`config.mk`:
```
export PLATFORM = sky130hd
export DESIGN_NAME = iaas_core
export DESIGN_NICKNAME = d
export VERILOG_FILES = /design/src/pkg/iaas_pkg.sv /design/src/core/iaas_core.sv
export SDC_FILE = /design/constraint.sdc
export NUM_CORES = 1
export LEC_CHECK = 0
export BUFFER_PORTS_ARGS = -buffer_cell sky130_fd_sc_hd__buf_2
export CAP_MARGIN = 0
export CELL_PAD_IN_SITES_DETAIL_PLACEMENT = 1
export CELL_PAD_IN_SITES_GLOBAL_PLACEMENT = 2
export CORE_UTILIZATION = 34
export CTS_CLUSTER_SIZE = 10
export DETAILED_ROUTE_END_ITERATION = 16
export GPL_ROUTABILITY_DRIVEN = 1
export HOLD_SLACK_MARGIN = 0.02
export PLACE_DENSITY = 0.87
export SLEW_MARGIN = 20
export SYNTH_ARGS = -nofsm -noshare
export SYNTH_HDL_FRONTEND = slang
export SYNTH_SLANG_ARGS = --single-unit
```
`constraint.sdc`:
```
create_clock -name aclk -period 5.8 [get_ports aclk]
set_input_delay 0 -clock aclk [delete_from_list [all_inputs] [get_ports aclk]]
set_output_delay 0 -clock aclk [all_outputs]
set_load 0.005 [all_outputs]
```
`src/pkg/iaas_pkg.sv`:
```
package iaas_pkg;
  // Register byte addresses
  localparam logic [4:0] ADDR_STATUS   = 5'h00;
  localparam logic [4:0] ADDR_CTRL     = 5'h04;
  localparam logic [4:0] ADDR_OWN      = 5'h08;
  localparam logic [4:0] ADDR_DATA     = 5'h0C;
  localparam logic [4:0] ADDR_IRQ_STS  = 5'h10;
  localparam logic [4:0] ADDR_IRQ_CLR  = 5'h14;
  localparam logic [4:0] ADDR_IRQ_EN   = 5'h18;
  // Status register bit positions
  localparam int STS_AAS_BIT = 2;
  localparam int STS_ADZ_BIT = 1;
  localparam int STS_ACK_BIT = 0;
  // Control register bit positions
  localparam int CTRL_TRS_BIT = 0;
  localparam int CTRL_ACKNOWLEDGE_CHECK_ENABLE_BIT = 1;
  localparam int CTRL_MST_BIT = 2;
  // Interrupt status bit positions
  localparam int IRQ_AAS_BIT = 0;
  localparam int IRQ_ADZ_BIT = 1;
  localparam int IRQ_ACK_BIT = 2;
  localparam int IRQ_W = 3;
  // Frame constants
  localparam logic [7:0] GEN_CALL = 8'h00;
  localparam logic [3:0] LAST_BIT = 4'h7;
  // Reset values
  localparam logic [2:0] CTRL_RST = 3'h0;
  localparam logic [8:0] OWN_RST  = 9'h000;
  localparam logic [2:0] IRQ_RST  = 3'h0;
  localparam logic [7:0] BYTE_RST = 8'h00;
  // Bus responses
  localparam logic [1:0] RESP_OKAY   = 2'h0;
  localparam logic [1:0] RESP_SLVERR = 2'h2;

  // Software control bits
  typedef struct packed {
    logic master_mode;
    logic acknowledge_check_enable;
    logic transmit_select;
  } iaas_ctrl_t;

  // Own address with format selects
  typedef struct packed {
    logic       format_select_second;
    logic [6:0] own_address_bits;
    logic       format_select_primary;
  } iaas_own_t;

  // Link sequencer states
  typedef enum logic [4:0] {
    ST_IDLE  = 5'h01,
    ST_SHIFT = 5'h02,
    ST_ACKW  = 5'h04,
    ST_ACK   = 5'h08,
    ST_SKIP  = 5'h10
  } iaas_state_t;
endpackage

```
`src/core/iaas_core.sv`:
```
// Our own choices: the AXI4-Lite interface to the registers and the register addresses.
`timescale 1ns/1ps
// Operation
// RULE1: In slave receive, set address match on own address or general call.
// RULE2: Address match flag sets only while primary format select is 0.
// RULE3: Address match clears on data access or 0 write after reading 1.
// RULE4: General call flag sets on all-zero first frame if either format select 0.
// RULE5: General call flag clears on data access or 0 write after reading 1.
// RULE6: Primary 1, second 0: general call flag sets, no address match.
// RULE7: Transmit with check enabled loads acknowledge bit from the bus.
// RULE8: Writing 0 to check enable clears the acknowledge bit.
// RULE9: Receive mode returns the acknowledge value after each data byte.
// RULE10: Acknowledge read gives bus sample if transmitting, else programmed value.
// RULE11: Software write updates returned acknowledge value whatever transmit select is.
// RULE12: Software re-programs acknowledge value after read-modify-write of status.
// RULE13: Software clears check enable before ending transmission with a stop.
// RULE14: Match and general call flags accept only a clearing 0 write.
// RULE15: Both flags and the acknowledge bit reset to 0.
module iaas_core
  import iaas_pkg::*;
(
  // Clock and reset
  input  wire logic        aclk,
  input  wire logic        aresetn,
  // AXI4-Lite write address and data
  input  wire logic [4:0]  awaddr,
  input  wire logic        awvalid,
  output      logic        awready,
  input  wire logic [31:0] wdata,
  input  wire logic [3:0]  wstrb,
  input  wire logic        wvalid,
  output      logic        wready,
  // AXI4-Lite write response
  output      logic [1:0]  bresp,
  output      logic        bvalid,
  input  wire logic        bready,
  // AXI4-Lite read
  input  wire logic [4:0]  araddr,
  input  wire logic        arvalid,
  output      logic        arready,
  output      logic [31:0] rdata,
  output      logic [1:0]  rresp,
  output      logic        rvalid,
  input  wire logic        rready,
  // Bus pins
  input  wire logic        scl_i,
  input  wire logic        sda_i,
  output      logic        sda_o,
  output      logic        sda_oe,
  // Interrupt
  output      logic        irq
);

  // Bus slave state
  logic        aw_full_r, aw_full_nxt;
  logic [4:0]  aw_addr_r, aw_addr_nxt;
  logic        w_full_r, w_full_nxt;
  logic [31:0] w_data_r, w_data_nxt;
  logic [3:0]  w_strb_r, w_strb_nxt;
  logic        bvalid_r, bvalid_nxt;
  logic [1:0]  bresp_r, bresp_nxt;
  logic        rvalid_r, rvalid_nxt;
  logic [31:0] rdata_r, rdata_nxt;
  logic [1:0]  rresp_r, rresp_nxt;
  // Register state
  iaas_ctrl_t  ctrl_r, ctrl_nxt;
  iaas_own_t   own_r, own_nxt;
  logic        aas_r, aas_nxt;
  logic        adz_r, adz_nxt;
  logic        aas_seen_r, aas_seen_nxt;
  logic        adz_seen_r, adz_seen_nxt;
  logic        ack_prog_r, ack_prog_nxt;
  logic        ack_smp_r, ack_smp_nxt;
  logic [7:0]  tx_data_r, tx_data_nxt;
  logic [IRQ_W-1:0] irq_sts_r, irq_sts_nxt;
  logic [IRQ_W-1:0] irq_en_r, irq_en_nxt;
  // Link state
  logic        scl_s1_r, scl_s2_r, scl_d_r;
  logic        sda_s1_r, sda_s2_r, sda_d_r;
  iaas_state_t state_r, state_nxt;
  logic [3:0]  cnt_r, cnt_nxt;
  logic [7:0]  shreg_r, shreg_nxt;
  logic [7:0]  rx_data_r, rx_data_nxt;
  logic        first_r, first_nxt;
  logic        addressed_r, addressed_nxt;
  logic        want_ack_r, want_ack_nxt;
  logic        ack_oe_r, ack_oe_nxt;
  // Decoded strobes and link events
  logic        do_wr, do_rd, wr_hit;
  logic        wr_sts, wr_ctrl, wr_own, wr_data, wr_iclr, wr_ien;
  logic        rd_sts, rd_data;
  logic        data_clr;
  logic        scl_rise, scl_fall, start_det, stop_det;
  logic [7:0]  frame;
  logic        byte_done, own_hit, gc_hit;
  logic        ev_aas, ev_adz, ev_ack;
  logic        ack_rd_val;

  // Handshake outputs
  assign awready = !aw_full_r;
  assign wready  = !w_full_r;
  assign arready = !rvalid_r;
  assign bvalid  = bvalid_r;
  assign bresp   = bresp_r;
  assign rvalid  = rvalid_r;
  assign rdata   = rdata_r;
  assign rresp   = rresp_r;
  assign do_wr   = aw_full_r && w_full_r && !bvalid_r;
  assign do_rd   = arvalid && !rvalid_r;

  // Write decode, lane 0 carries every control bit except the second format select, which is in lane 1
  assign wr_sts  = do_wr && aw_addr_r == ADDR_STATUS && w_strb_r[0];
  assign wr_ctrl = do_wr && aw_addr_r == ADDR_CTRL && w_strb_r[0];
  assign wr_own  = do_wr && aw_addr_r == ADDR_OWN;
  assign wr_data = do_wr && aw_addr_r == ADDR_DATA && w_strb_r[0];
  assign wr_iclr = do_wr && aw_addr_r == ADDR_IRQ_CLR && w_strb_r[0];
  assign wr_ien  = do_wr && aw_addr_r == ADDR_IRQ_EN && w_strb_r[0];
  assign wr_hit  = aw_addr_r == ADDR_STATUS || aw_addr_r == ADDR_CTRL ||
                   aw_addr_r == ADDR_OWN || aw_addr_r == ADDR_DATA ||
                   aw_addr_r == ADDR_IRQ_CLR || aw_addr_r == ADDR_IRQ_EN;
  assign rd_sts  = do_rd && araddr == ADDR_STATUS;
  assign rd_data = do_rd && araddr == ADDR_DATA;

  // Data register access that retires both flags
  // RULE3: data access clear
  assign data_clr = (wr_data && ctrl_r.transmit_select) ||
                    (rd_data && !ctrl_r.transmit_select);

  // RULE10: acknowledge read source
  assign ack_rd_val = ctrl_r.transmit_select ? ack_smp_r : ack_prog_r;

  // Write channel capture and response
  always_comb begin
    aw_full_nxt = aw_full_r;
    aw_addr_nxt = aw_addr_r;
    w_full_nxt  = w_full_r;
    w_data_nxt  = w_data_r;
    w_strb_nxt  = w_strb_r;
    bvalid_nxt  = bvalid_r;
    bresp_nxt   = bresp_r;
    if (awvalid && !aw_full_r) begin
      aw_full_nxt = 1'b1;
      aw_addr_nxt = awaddr;
    end
    if (wvalid && !w_full_r) begin
      w_full_nxt = 1'b1;
      w_data_nxt = wdata;
      w_strb_nxt = wstrb;
    end
    if (bvalid_r && bready) begin
      bvalid_nxt = 1'b0;
    end
    if (do_wr) begin
      aw_full_nxt = 1'b0;
      w_full_nxt  = 1'b0;
      bvalid_nxt  = 1'b1;
      bresp_nxt   = wr_hit ? RESP_OKAY : RESP_SLVERR;
    end
  end

  // Read channel, data captured at the address handshake
  always_comb begin
    rvalid_nxt = rvalid_r;
    rdata_nxt  = rdata_r;
    rresp_nxt  = rresp_r;
    if (rvalid_r && rready) begin
      rvalid_nxt = 1'b0;
    end
    if (do_rd) begin
      rvalid_nxt = 1'b1;
      rresp_nxt  = RESP_OKAY;
      rdata_nxt  = 32'h0000_0000;
      case (araddr)
        ADDR_STATUS: begin
          rdata_nxt[STS_AAS_BIT] = aas_r;
          rdata_nxt[STS_ADZ_BIT] = adz_r;
          rdata_nxt[STS_ACK_BIT] = ack_rd_val;
        end
        ADDR_CTRL:    rdata_nxt[2:0] = ctrl_r;
        ADDR_OWN:     rdata_nxt[8:0] = own_r;
        ADDR_DATA:    rdata_nxt[7:0] = rx_data_r;
        ADDR_IRQ_STS: rdata_nxt[IRQ_W-1:0] = irq_sts_r;
        ADDR_IRQ_EN:  rdata_nxt[IRQ_W-1:0] = irq_en_r;
        ADDR_IRQ_CLR: rdata_nxt = 32'h0000_0000;
        default:      rresp_nxt = RESP_SLVERR;
      endcase
    end
  end

  // Software registers and status flags
  always_comb begin
    ctrl_nxt     = ctrl_r;
    own_nxt      = own_r;
    tx_data_nxt  = tx_data_r;
    irq_en_nxt   = irq_en_r;
    ack_prog_nxt = ack_prog_r;
    ack_smp_nxt  = ack_smp_r;
    aas_nxt      = aas_r;
    adz_nxt      = adz_r;
    aas_seen_nxt = aas_seen_r || (rd_sts && aas_r);
    adz_seen_nxt = adz_seen_r || (rd_sts && adz_r);
    irq_sts_nxt  = irq_sts_r;
    if (wr_ctrl) begin
      ctrl_nxt = w_data_r[2:0];
    end
    if (wr_own && w_strb_r[0]) begin
      own_nxt.own_address_bits      = w_data_r[7:1];
      own_nxt.format_select_primary = w_data_r[0];
    end
    if (wr_own && w_strb_r[1]) begin
      own_nxt.format_select_second = w_data_r[8];
    end
    if (wr_data && ctrl_r.transmit_select) begin
      tx_data_nxt = w_data_r[7:0];
    end
    if (wr_ien) begin
      irq_en_nxt = w_data_r[IRQ_W-1:0];
    end
    // RULE14: only a 0 write clears
    if (wr_sts && !w_data_r[STS_AAS_BIT] && aas_seen_r) begin
      aas_nxt = 1'b0;
    end
    if (wr_sts && !w_data_r[STS_ADZ_BIT] && adz_seen_r) begin
      adz_nxt = 1'b0;
    end
    // RULE3: address flag data clear
    if (data_clr || ctrl_r.master_mode) begin
      aas_nxt = 1'b0;
    end
    // RULE5: general call data clear
    if (data_clr || ctrl_r.master_mode) begin
      adz_nxt = 1'b0;
    end
    if (!aas_nxt) begin
      aas_seen_nxt = 1'b0;
    end
    if (!adz_nxt) begin
      adz_seen_nxt = 1'b0;
    end
    // RULE1: address match set wins
    if (ev_aas) begin
      aas_nxt = 1'b1;
    end
    // RULE4: general call set wins
    if (ev_adz) begin
      adz_nxt = 1'b1;
    end
    // RULE11: software acknowledge value
    if (wr_sts) begin
      ack_prog_nxt = w_data_r[STS_ACK_BIT];
    end
    // RULE8: check enable cleared
    if (wr_ctrl && !w_data_r[CTRL_ACKNOWLEDGE_CHECK_ENABLE_BIT]) begin
      ack_prog_nxt = 1'b0;
      ack_smp_nxt  = 1'b0;
    end
    // RULE7: load received acknowledge
    if (ev_ack && ctrl_r.transmit_select && ctrl_r.acknowledge_check_enable) begin
      ack_smp_nxt = sda_s2_r;
    end
    // Sticky interrupt causes, set wins over clear
    if (wr_iclr) begin
      irq_sts_nxt = irq_sts_r & ~w_data_r[IRQ_W-1:0];
    end
    if (ev_aas) begin
      irq_sts_nxt[IRQ_AAS_BIT] = 1'b1;
    end
    if (ev_adz) begin
      irq_sts_nxt[IRQ_ADZ_BIT] = 1'b1;
    end
    if (ev_ack && ctrl_r.transmit_select && ctrl_r.acknowledge_check_enable) begin
      irq_sts_nxt[IRQ_ACK_BIT] = 1'b1;
    end
  end

  // Level interrupt from enabled causes
  assign irq = |(irq_sts_r & irq_en_r);

  // Pin edges, read from second sync stage onward
  assign scl_rise  = scl_s2_r && !scl_d_r;
  assign scl_fall  = !scl_s2_r && scl_d_r;
  assign start_det = scl_s2_r && scl_d_r && sda_d_r && !sda_s2_r;
  assign stop_det  = scl_s2_r && scl_d_r && !sda_d_r && sda_s2_r;

  // Completed frame and its address decode
  assign frame     = {shreg_r[6:0], sda_s2_r};
  assign byte_done = state_r == ST_SHIFT && scl_rise && cnt_r == LAST_BIT;
  assign own_hit   = frame[7:1] == own_r.own_address_bits && !frame[0];
  assign gc_hit    = frame == GEN_CALL;
  // RULE2: primary format select gates match
  // RULE6: general call not recognized here while primary format select is 1
  assign ev_aas = byte_done && first_r && !ctrl_r.master_mode &&
                  !own_r.format_select_primary && (own_hit || gc_hit);
  // RULE4: either format select zero
  assign ev_adz = byte_done && first_r && !ctrl_r.master_mode && gc_hit &&
                  (!own_r.format_select_primary || !own_r.format_select_second);
  assign ev_ack = state_r == ST_ACK && scl_rise && addressed_r;

  // Open-drain acknowledge drive
  assign sda_o  = 1'b0;
  assign sda_oe = ack_oe_r;

  // Link sequencer: frames, acknowledge slot
  always_comb begin
    state_nxt     = state_r;
    cnt_nxt       = cnt_r;
    shreg_nxt     = shreg_r;
    rx_data_nxt   = rx_data_r;
    first_nxt     = first_r;
    addressed_nxt = addressed_r;
    want_ack_nxt  = want_ack_r;
    ack_oe_nxt    = ack_oe_r;
    case (state_r)
      ST_IDLE: begin
        ack_oe_nxt = 1'b0;
      end
      ST_SHIFT: begin
        if (scl_rise) begin
          shreg_nxt = frame;
          cnt_nxt   = cnt_r + 4'h1;
        end
        if (byte_done && first_r) begin
          addressed_nxt = ev_aas;
          want_ack_nxt  = ev_aas;
          state_nxt     = ev_aas ? ST_ACKW : ST_SKIP;
        end else if (byte_done) begin
          if (!ctrl_r.transmit_select) begin
            rx_data_nxt = frame;
          end
          // RULE9: programmed acknowledge returned
          want_ack_nxt = !ctrl_r.transmit_select && !ack_prog_r;
          state_nxt    = ST_ACKW;
        end
      end
      ST_ACKW: begin
        if (scl_fall) begin
          ack_oe_nxt = want_ack_r;
          state_nxt  = ST_ACK;
        end
      end
      ST_ACK: begin
        if (scl_fall) begin
          ack_oe_nxt = 1'b0;
          first_nxt  = 1'b0;
          cnt_nxt    = 4'h0;
          state_nxt  = ST_SHIFT;
        end
      end
      ST_SKIP: begin
        ack_oe_nxt = 1'b0;
      end
      default: begin
        ack_oe_nxt = 1'b0;
        state_nxt  = ST_IDLE;
      end
    endcase
    if (start_det) begin
      state_nxt     = ST_SHIFT;
      cnt_nxt       = 4'h0;
      first_nxt     = 1'b1;
      addressed_nxt = 1'b0;
      ack_oe_nxt    = 1'b0;
    end else if (stop_det) begin
      state_nxt     = ST_IDLE;
      addressed_nxt = 1'b0;
      ack_oe_nxt    = 1'b0;
    end
  end

  // All state registers
  always_ff @(posedge aclk) begin
    if (!aresetn) begin
      aw_full_r   <= 1'b0;
      aw_addr_r   <= 5'h00;
      w_full_r    <= 1'b0;
      w_data_r    <= 32'h0000_0000;
      w_strb_r    <= 4'h0;
      bvalid_r    <= 1'b0;
      bresp_r     <= RESP_OKAY;
      rvalid_r    <= 1'b0;
      rdata_r     <= 32'h0000_0000;
      rresp_r     <= RESP_OKAY;
      ctrl_r      <= CTRL_RST;
      own_r       <= OWN_RST;
      // RULE15: flags reset clear
      aas_r       <= 1'b0;
      adz_r       <= 1'b0;
      ack_prog_r  <= 1'b0;
      ack_smp_r   <= 1'b0;
      aas_seen_r  <= 1'b0;
      adz_seen_r  <= 1'b0;
      tx_data_r   <= BYTE_RST;
      irq_sts_r   <= IRQ_RST;
      irq_en_r    <= IRQ_RST;
      scl_s1_r    <= 1'b1;
      scl_s2_r    <= 1'b1;
      scl_d_r     <= 1'b1;
      sda_s1_r    <= 1'b1;
      sda_s2_r    <= 1'b1;
      sda_d_r     <= 1'b1;
      state_r     <= ST_IDLE;
      cnt_r       <= 4'h0;
      shreg_r     <= BYTE_RST;
      rx_data_r   <= BYTE_RST;
      first_r     <= 1'b0;
      addressed_r <= 1'b0;
      want_ack_r  <= 1'b0;
      ack_oe_r    <= 1'b0;
    end else begin
      aw_full_r   <= aw_full_nxt;
      aw_addr_r   <= aw_addr_nxt;
      w_full_r    <= w_full_nxt;
      w_data_r    <= w_data_nxt;
      w_strb_r    <= w_strb_nxt;
      bvalid_r    <= bvalid_nxt;
      bresp_r     <= bresp_nxt;
      rvalid_r    <= rvalid_nxt;
      rdata_r     <= rdata_nxt;
      rresp_r     <= rresp_nxt;
      ctrl_r      <= ctrl_nxt;
      own_r       <= own_nxt;
      aas_r       <= aas_nxt;
      adz_r       <= adz_nxt;
      ack_prog_r  <= ack_prog_nxt;
      ack_smp_r   <= ack_smp_nxt;
      aas_seen_r  <= aas_seen_nxt;
      adz_seen_r  <= adz_seen_nxt;
      tx_data_r   <= tx_data_nxt;
      irq_sts_r   <= irq_sts_nxt;
      irq_en_r    <= irq_en_nxt;
      scl_s1_r    <= scl_i;
      scl_s2_r    <= scl_s1_r;
      scl_d_r     <= scl_s2_r;
      sda_s1_r    <= sda_i;
      sda_s2_r    <= sda_s1_r;
      sda_d_r     <= sda_s2_r;
      state_r     <= state_nxt;
      cnt_r       <= cnt_nxt;
      shreg_r     <= shreg_nxt;
      rx_data_r   <= rx_data_nxt;
      first_r     <= first_nxt;
      addressed_r <= addressed_nxt;
      want_ack_r  <= want_ack_nxt;
      ack_oe_r    <= ack_oe_nxt;
    end
  end

endmodule

```
==> metrics.sh <==
RUN_STATUS='finished, final reports clean'
DIE_AREA_UM2=12900
MAX_CAP_VIOL_COUNT=0
FP.DIEW_UM=114
FILLERS=1473
POST_SYNTH_NUM_CELL_TYPES=57
CTS-BUFFERS-INSERTED=9
SYNTH_TOP_FAMILY_BY_AREA='simple AND/OR/NAND/NOR gates'
SKEW_NS=0.00761
MULTIINPUTGATEAREA_UM2=2180
IO_PINS=99
HTREE_NUM_LEVELS=3
POSTSYNTHREGISTERBITS=89
FINALHOLDVIOLATIONS=0
LEAKAGE_nW=1.98
MAX_SLEW.WORST_PIN.SLEW_NS=1.06
GLOBAL_ROUTE.USAGE.TOTAL_PCT=18.2
POST_CTS.RESIZED_INSTANCES=0
CLOCK_TREE.BUFFER_DEPTH=2
AREA_GROWTH_SYN_TO_LAYOUT_PCT=17.5
PROPORTION_OF_LAYOUT_CELLS_WITH_A_DRIVE_SUFFIX_ABOVE_1_PCT=14.5
DETAILEDROUTE.FIRSTPASSITERATIONCOUNT=4
SYNTH_EDF_COUNT=0
SETUP-VIOLATIONS-FINAL=0
WORSTHOLDPATHTYPE='in2reg'
CLK_PIN_SLEW_NS=0.07
CRIT_END_CATEGORY='flop'
FINAL_CORE_UTILIZATION_PCT=41.2
GRT_MAX_DEGREE=63
SYNTHCELLS=497
STANDARD_CELL_ROWS=40
YOSYS_WARNINGS=0
FIRST_ITER_VIOLATIONS=134
CTS.ROOT.BUFFER_CELL='sky130_fd_sc_hd__clkbuf_16'
ROUTED_WIRELENGTH_UM=11100
DETAIL_ROUTE.VIAS_PER_CELL=5.09
SYNTHARSTFLOPSHARE_PCT=0
POST-ROUTE-DRC-COUNT=0
WORSTPATHMAXFANOUT=10
SYNTH-COMPOUND-AREA-SHARE_PCT=12.2
FIRST_GLOBAL_VIAS=3621
GLOBAL_ROUTE.OVERFLOW_TOTAL=0
TIMING.CRITICAL_PATH.ARRIVAL_NS=2.29
TIMING_MAX_TRANSITION_VIOLATIONS_FINAL=0
COUNT_OF_PORT_BUFFERS_ADDED_DURING_PLACEMENT=47
POST_SYNTHESIS_MEAN_INSTANCE_AREA_UM2=8.55
CTS_HOLD_REPAIR.BUFFERS=22
CTS_POST_SETUP_BUFFERS_INSERTED=0
SLEW_HEADROOM_PCT=29.0
POST-ROUTE-MIN-PERIOD_NS=2.05
DPL_WIRE_LENGTH_UM=8060
SYNTH-ADDER-AREA-SHARE_PCT=0.295
GP_CONGESTION=0.812
RSZ0062_AT_GRT='false'
VIAS_AFTER_DETAILED_ROUTING=3668
CHIPHEIGHT_UM=114
TIMING.FINAL.CRIT_SHARE_PCT=35.4
CLOCK_INSERTION_DELAY_WORST_SKEW_NS=0.35
GRT_PASS1_WL_UM=18400
INITIAL_CORE_UTIL_PCT=35.1
CORE_REGION_AREA_UM2=12100
ANTENNA_VIOLATIONS_BEFORE_REPAIR=0
ANTENNA-DIODE-COUNT=0
TIMING.SETUP.TNS_NS=0
VDD.IR_DROP.WORST_uV=115
CTS.SINKS=89
CTS_TREE='done'
DETAIL-ROUTE-ANTENNA-NETS=0
POSTSYNTH.TOPFLOPCELL='sky130_fd_sc_hd__dfxtp_1'
SYNTH.YOSYS.SEQ_AREA_SHARE_PCT=41.9
ROUTED_WIRE_LENGTH_PER_INSTANCE_UM=15.4
CRIT_TYPE='reg2reg'
POWERDENSITY_nW_PER_UM2=268
SYNTH-SIMPLE-AREA-SHARE_PCT=25.5
SEQUENTIAL_STANDARD_CELL_AREA_UM2=1780
CRITPATHREQUIREDTIME_NS=6.04
MUXSHAREOFSYNTHAREA_PCT=8.87
NETLIST_AREA_UM2=4250
FMAX_MHz=487
FIN_NETS=604
SYNTH_XOR_AREA_SHARE_PCT=2.27
START_KIND='flop'
[where the power goes]
part           switching (mW)  internal (mW)  total [mW]
logic                  0.0625         0.0474       0.110
registers              0.0189          0.625       0.643
clock network           0.279          0.304       0.583
[flip-flops by register name, indices dropped and copies added, names as in the netlist, 2 cells and up]
signal and count:
irq_sts_r 3, w_strb_r 2, rdata 9, w_data_r 9, own_r 9, aw_addr_r 5
state_r 5, irq_en_r 3, shreg_r 7, rx_data_r 8, cnt_r 4, ctrl_r 3
[per-layer routing]
| layer | global-route usage (%) | vias to the layer above | share of wire [%] |
|---|---|---|---|
| met5 | 0 | - | 0 |
| met4 | 6.75 | 0 | 1.3 |
| met3 | 2.87 | 8 | 3.2 |
| met2 | 30.0 | 77 | 47 |
| met1 | 24.0 | 1777 | 49 |
| li1 | - | 1806 | - |
[layout by cell type (no fill, tap or decap), types with 4 or more instances in the layout]
cell                            count
sky130_fd_sc_hd__nor3b_1            4
sky130_fd_sc_hd__nand2_1           39
sky130_fd_sc_hd__nor2b_1            6
sky130_fd_sc_hd__o31ai_1            4
sky130_fd_sc_hd__o21ai_0           16
sky130_fd_sc_hd__inv_1             12
sky130_fd_sc_hd__mux2_2             5
sky130_fd_sc_hd__a22oi_1            5
sky130_fd_sc_hd__nor3_1            12
sky130_fd_sc_hd__nand4b_1           6
sky130_fd_sc_hd__nor4_1             9
sky130_fd_sc_hd__dlygate4sd3_1     22
sky130_fd_sc_hd__mux2i_1           32
sky130_fd_sc_hd__and3_1             5
sky130_fd_sc_hd__or3b_2             4
sky130_fd_sc_hd__nand3_1           22
sky130_fd_sc_hd__buf_2             47
sky130_fd_sc_hd__a21oi_1           40
sky130_fd_sc_hd__nand2b_1          14
sky130_fd_sc_hd__nand4_1            6
sky130_fd_sc_hd__clkbuf_16          9
sky130_fd_sc_hd__xnor2_1            9
sky130_fd_sc_hd__nor2_1            50
sky130_fd_sc_hd__dfxtp_1           89
sky130_fd_sc_hd__nand3b_1           8
sky130_fd_sc_hd__or3_1              6
sky130_fd_sc_hd__conb_1            26
[stage by stage]
stage	setup WS (ns)	power (mW)	hold WS (ns)	area, µm²	instances
after floorplan	3.80	0.735	0.101	4340	522
after global placement	3.81	0.751	0.186	4480	683
after detailed placement	3.78	0.757	0.189	4480	683
after CTS	3.75	1.35	0.0475	4990	721
after global routing	3.57	1.39	0.0663	4990	721
final	3.75	1.34	0.0430	4990	721
[area by class of cell]
type                    count  area share, %
clock buffers               9           4.51
clock inverters             7           1.38
inverters                  13          0.978
multi-input cells         364           43.8
flip-flops and latches     89           35.7
well taps                 168           4.21
repair buffers             71           9.43
[critical path, cell delays in order, from the launching register on]
cell	delay (ns)
sky130_fd_sc_hd__dfxtp_1	0.39
sky130_fd_sc_hd__or3_4	0.42
sky130_fd_sc_hd__or4_4	0.61
sky130_fd_sc_hd__or3_1	0.38
sky130_fd_sc_hd__o2111a_1	0.13
[path summary, 6_finish.rpt]
| path | from | to | slack, ns | cells past startpoint |
|---|---|---|---|---|
| max | state_r[2]$_SDFFE_PP0P_ | want_ack_r$_SDFFE_PN0P_ | 3.75 | 4 |
| min reg2reg | sda_s1_r$_SDFF_PN1_ | sda_s2_r$_SDFF_PN1_ | 0.41 | 1 |
| min | aresetn | sda_d_r$_SDFF_PN1_ | 0.04 | 2 |
| max reg2reg | state_r[2]$_SDFFE_PP0P_ | want_ack_r$_SDFFE_PN0P_ | 3.75 | 4 |
[kinds of logic (layout without fill, tap and decap cells)]
logic type / count (synthesis) / after routing
AOI/OAI and AO/OA: 85 / 85
xor gates and xnor gates: 11 / 11
adders and majority gates: 1 / 1
DFF: 89 / 89
muxes: 37 / 37
buffers and inverters: 69 / 100
other: 1 / 26
and+or+nand+nor: 204 / 204
[synth_stat cells, drive strengths merged, types with 4 or more instances]
cell type  instances  area share, %
nand3             22            2.6
nor4              10            1.6
nor3              12            1.4
or3b               4           0.82
a21oi             40            4.7
o31ai              4           0.71
mux2i             32            7.5
buf               33            5.7
nand4b             6            1.2
or3                7            1.1
o21ai             16            1.9
inv               13            1.1
nor2b              6           0.88
mux2               5            1.3
dfxtp             89             42
xnor2              9            1.9
a22oi              5           0.88
nor3b              4           0.71
nor2              50            4.4
nand3b             8            1.4
nand4              6           0.88
nand2             39            3.4
nand2b            14            2.1
or4                4           0.80
clkbuf            23            2.0
and3               5           0.74
No activity file was read; power rests on OpenSTA's default activity.
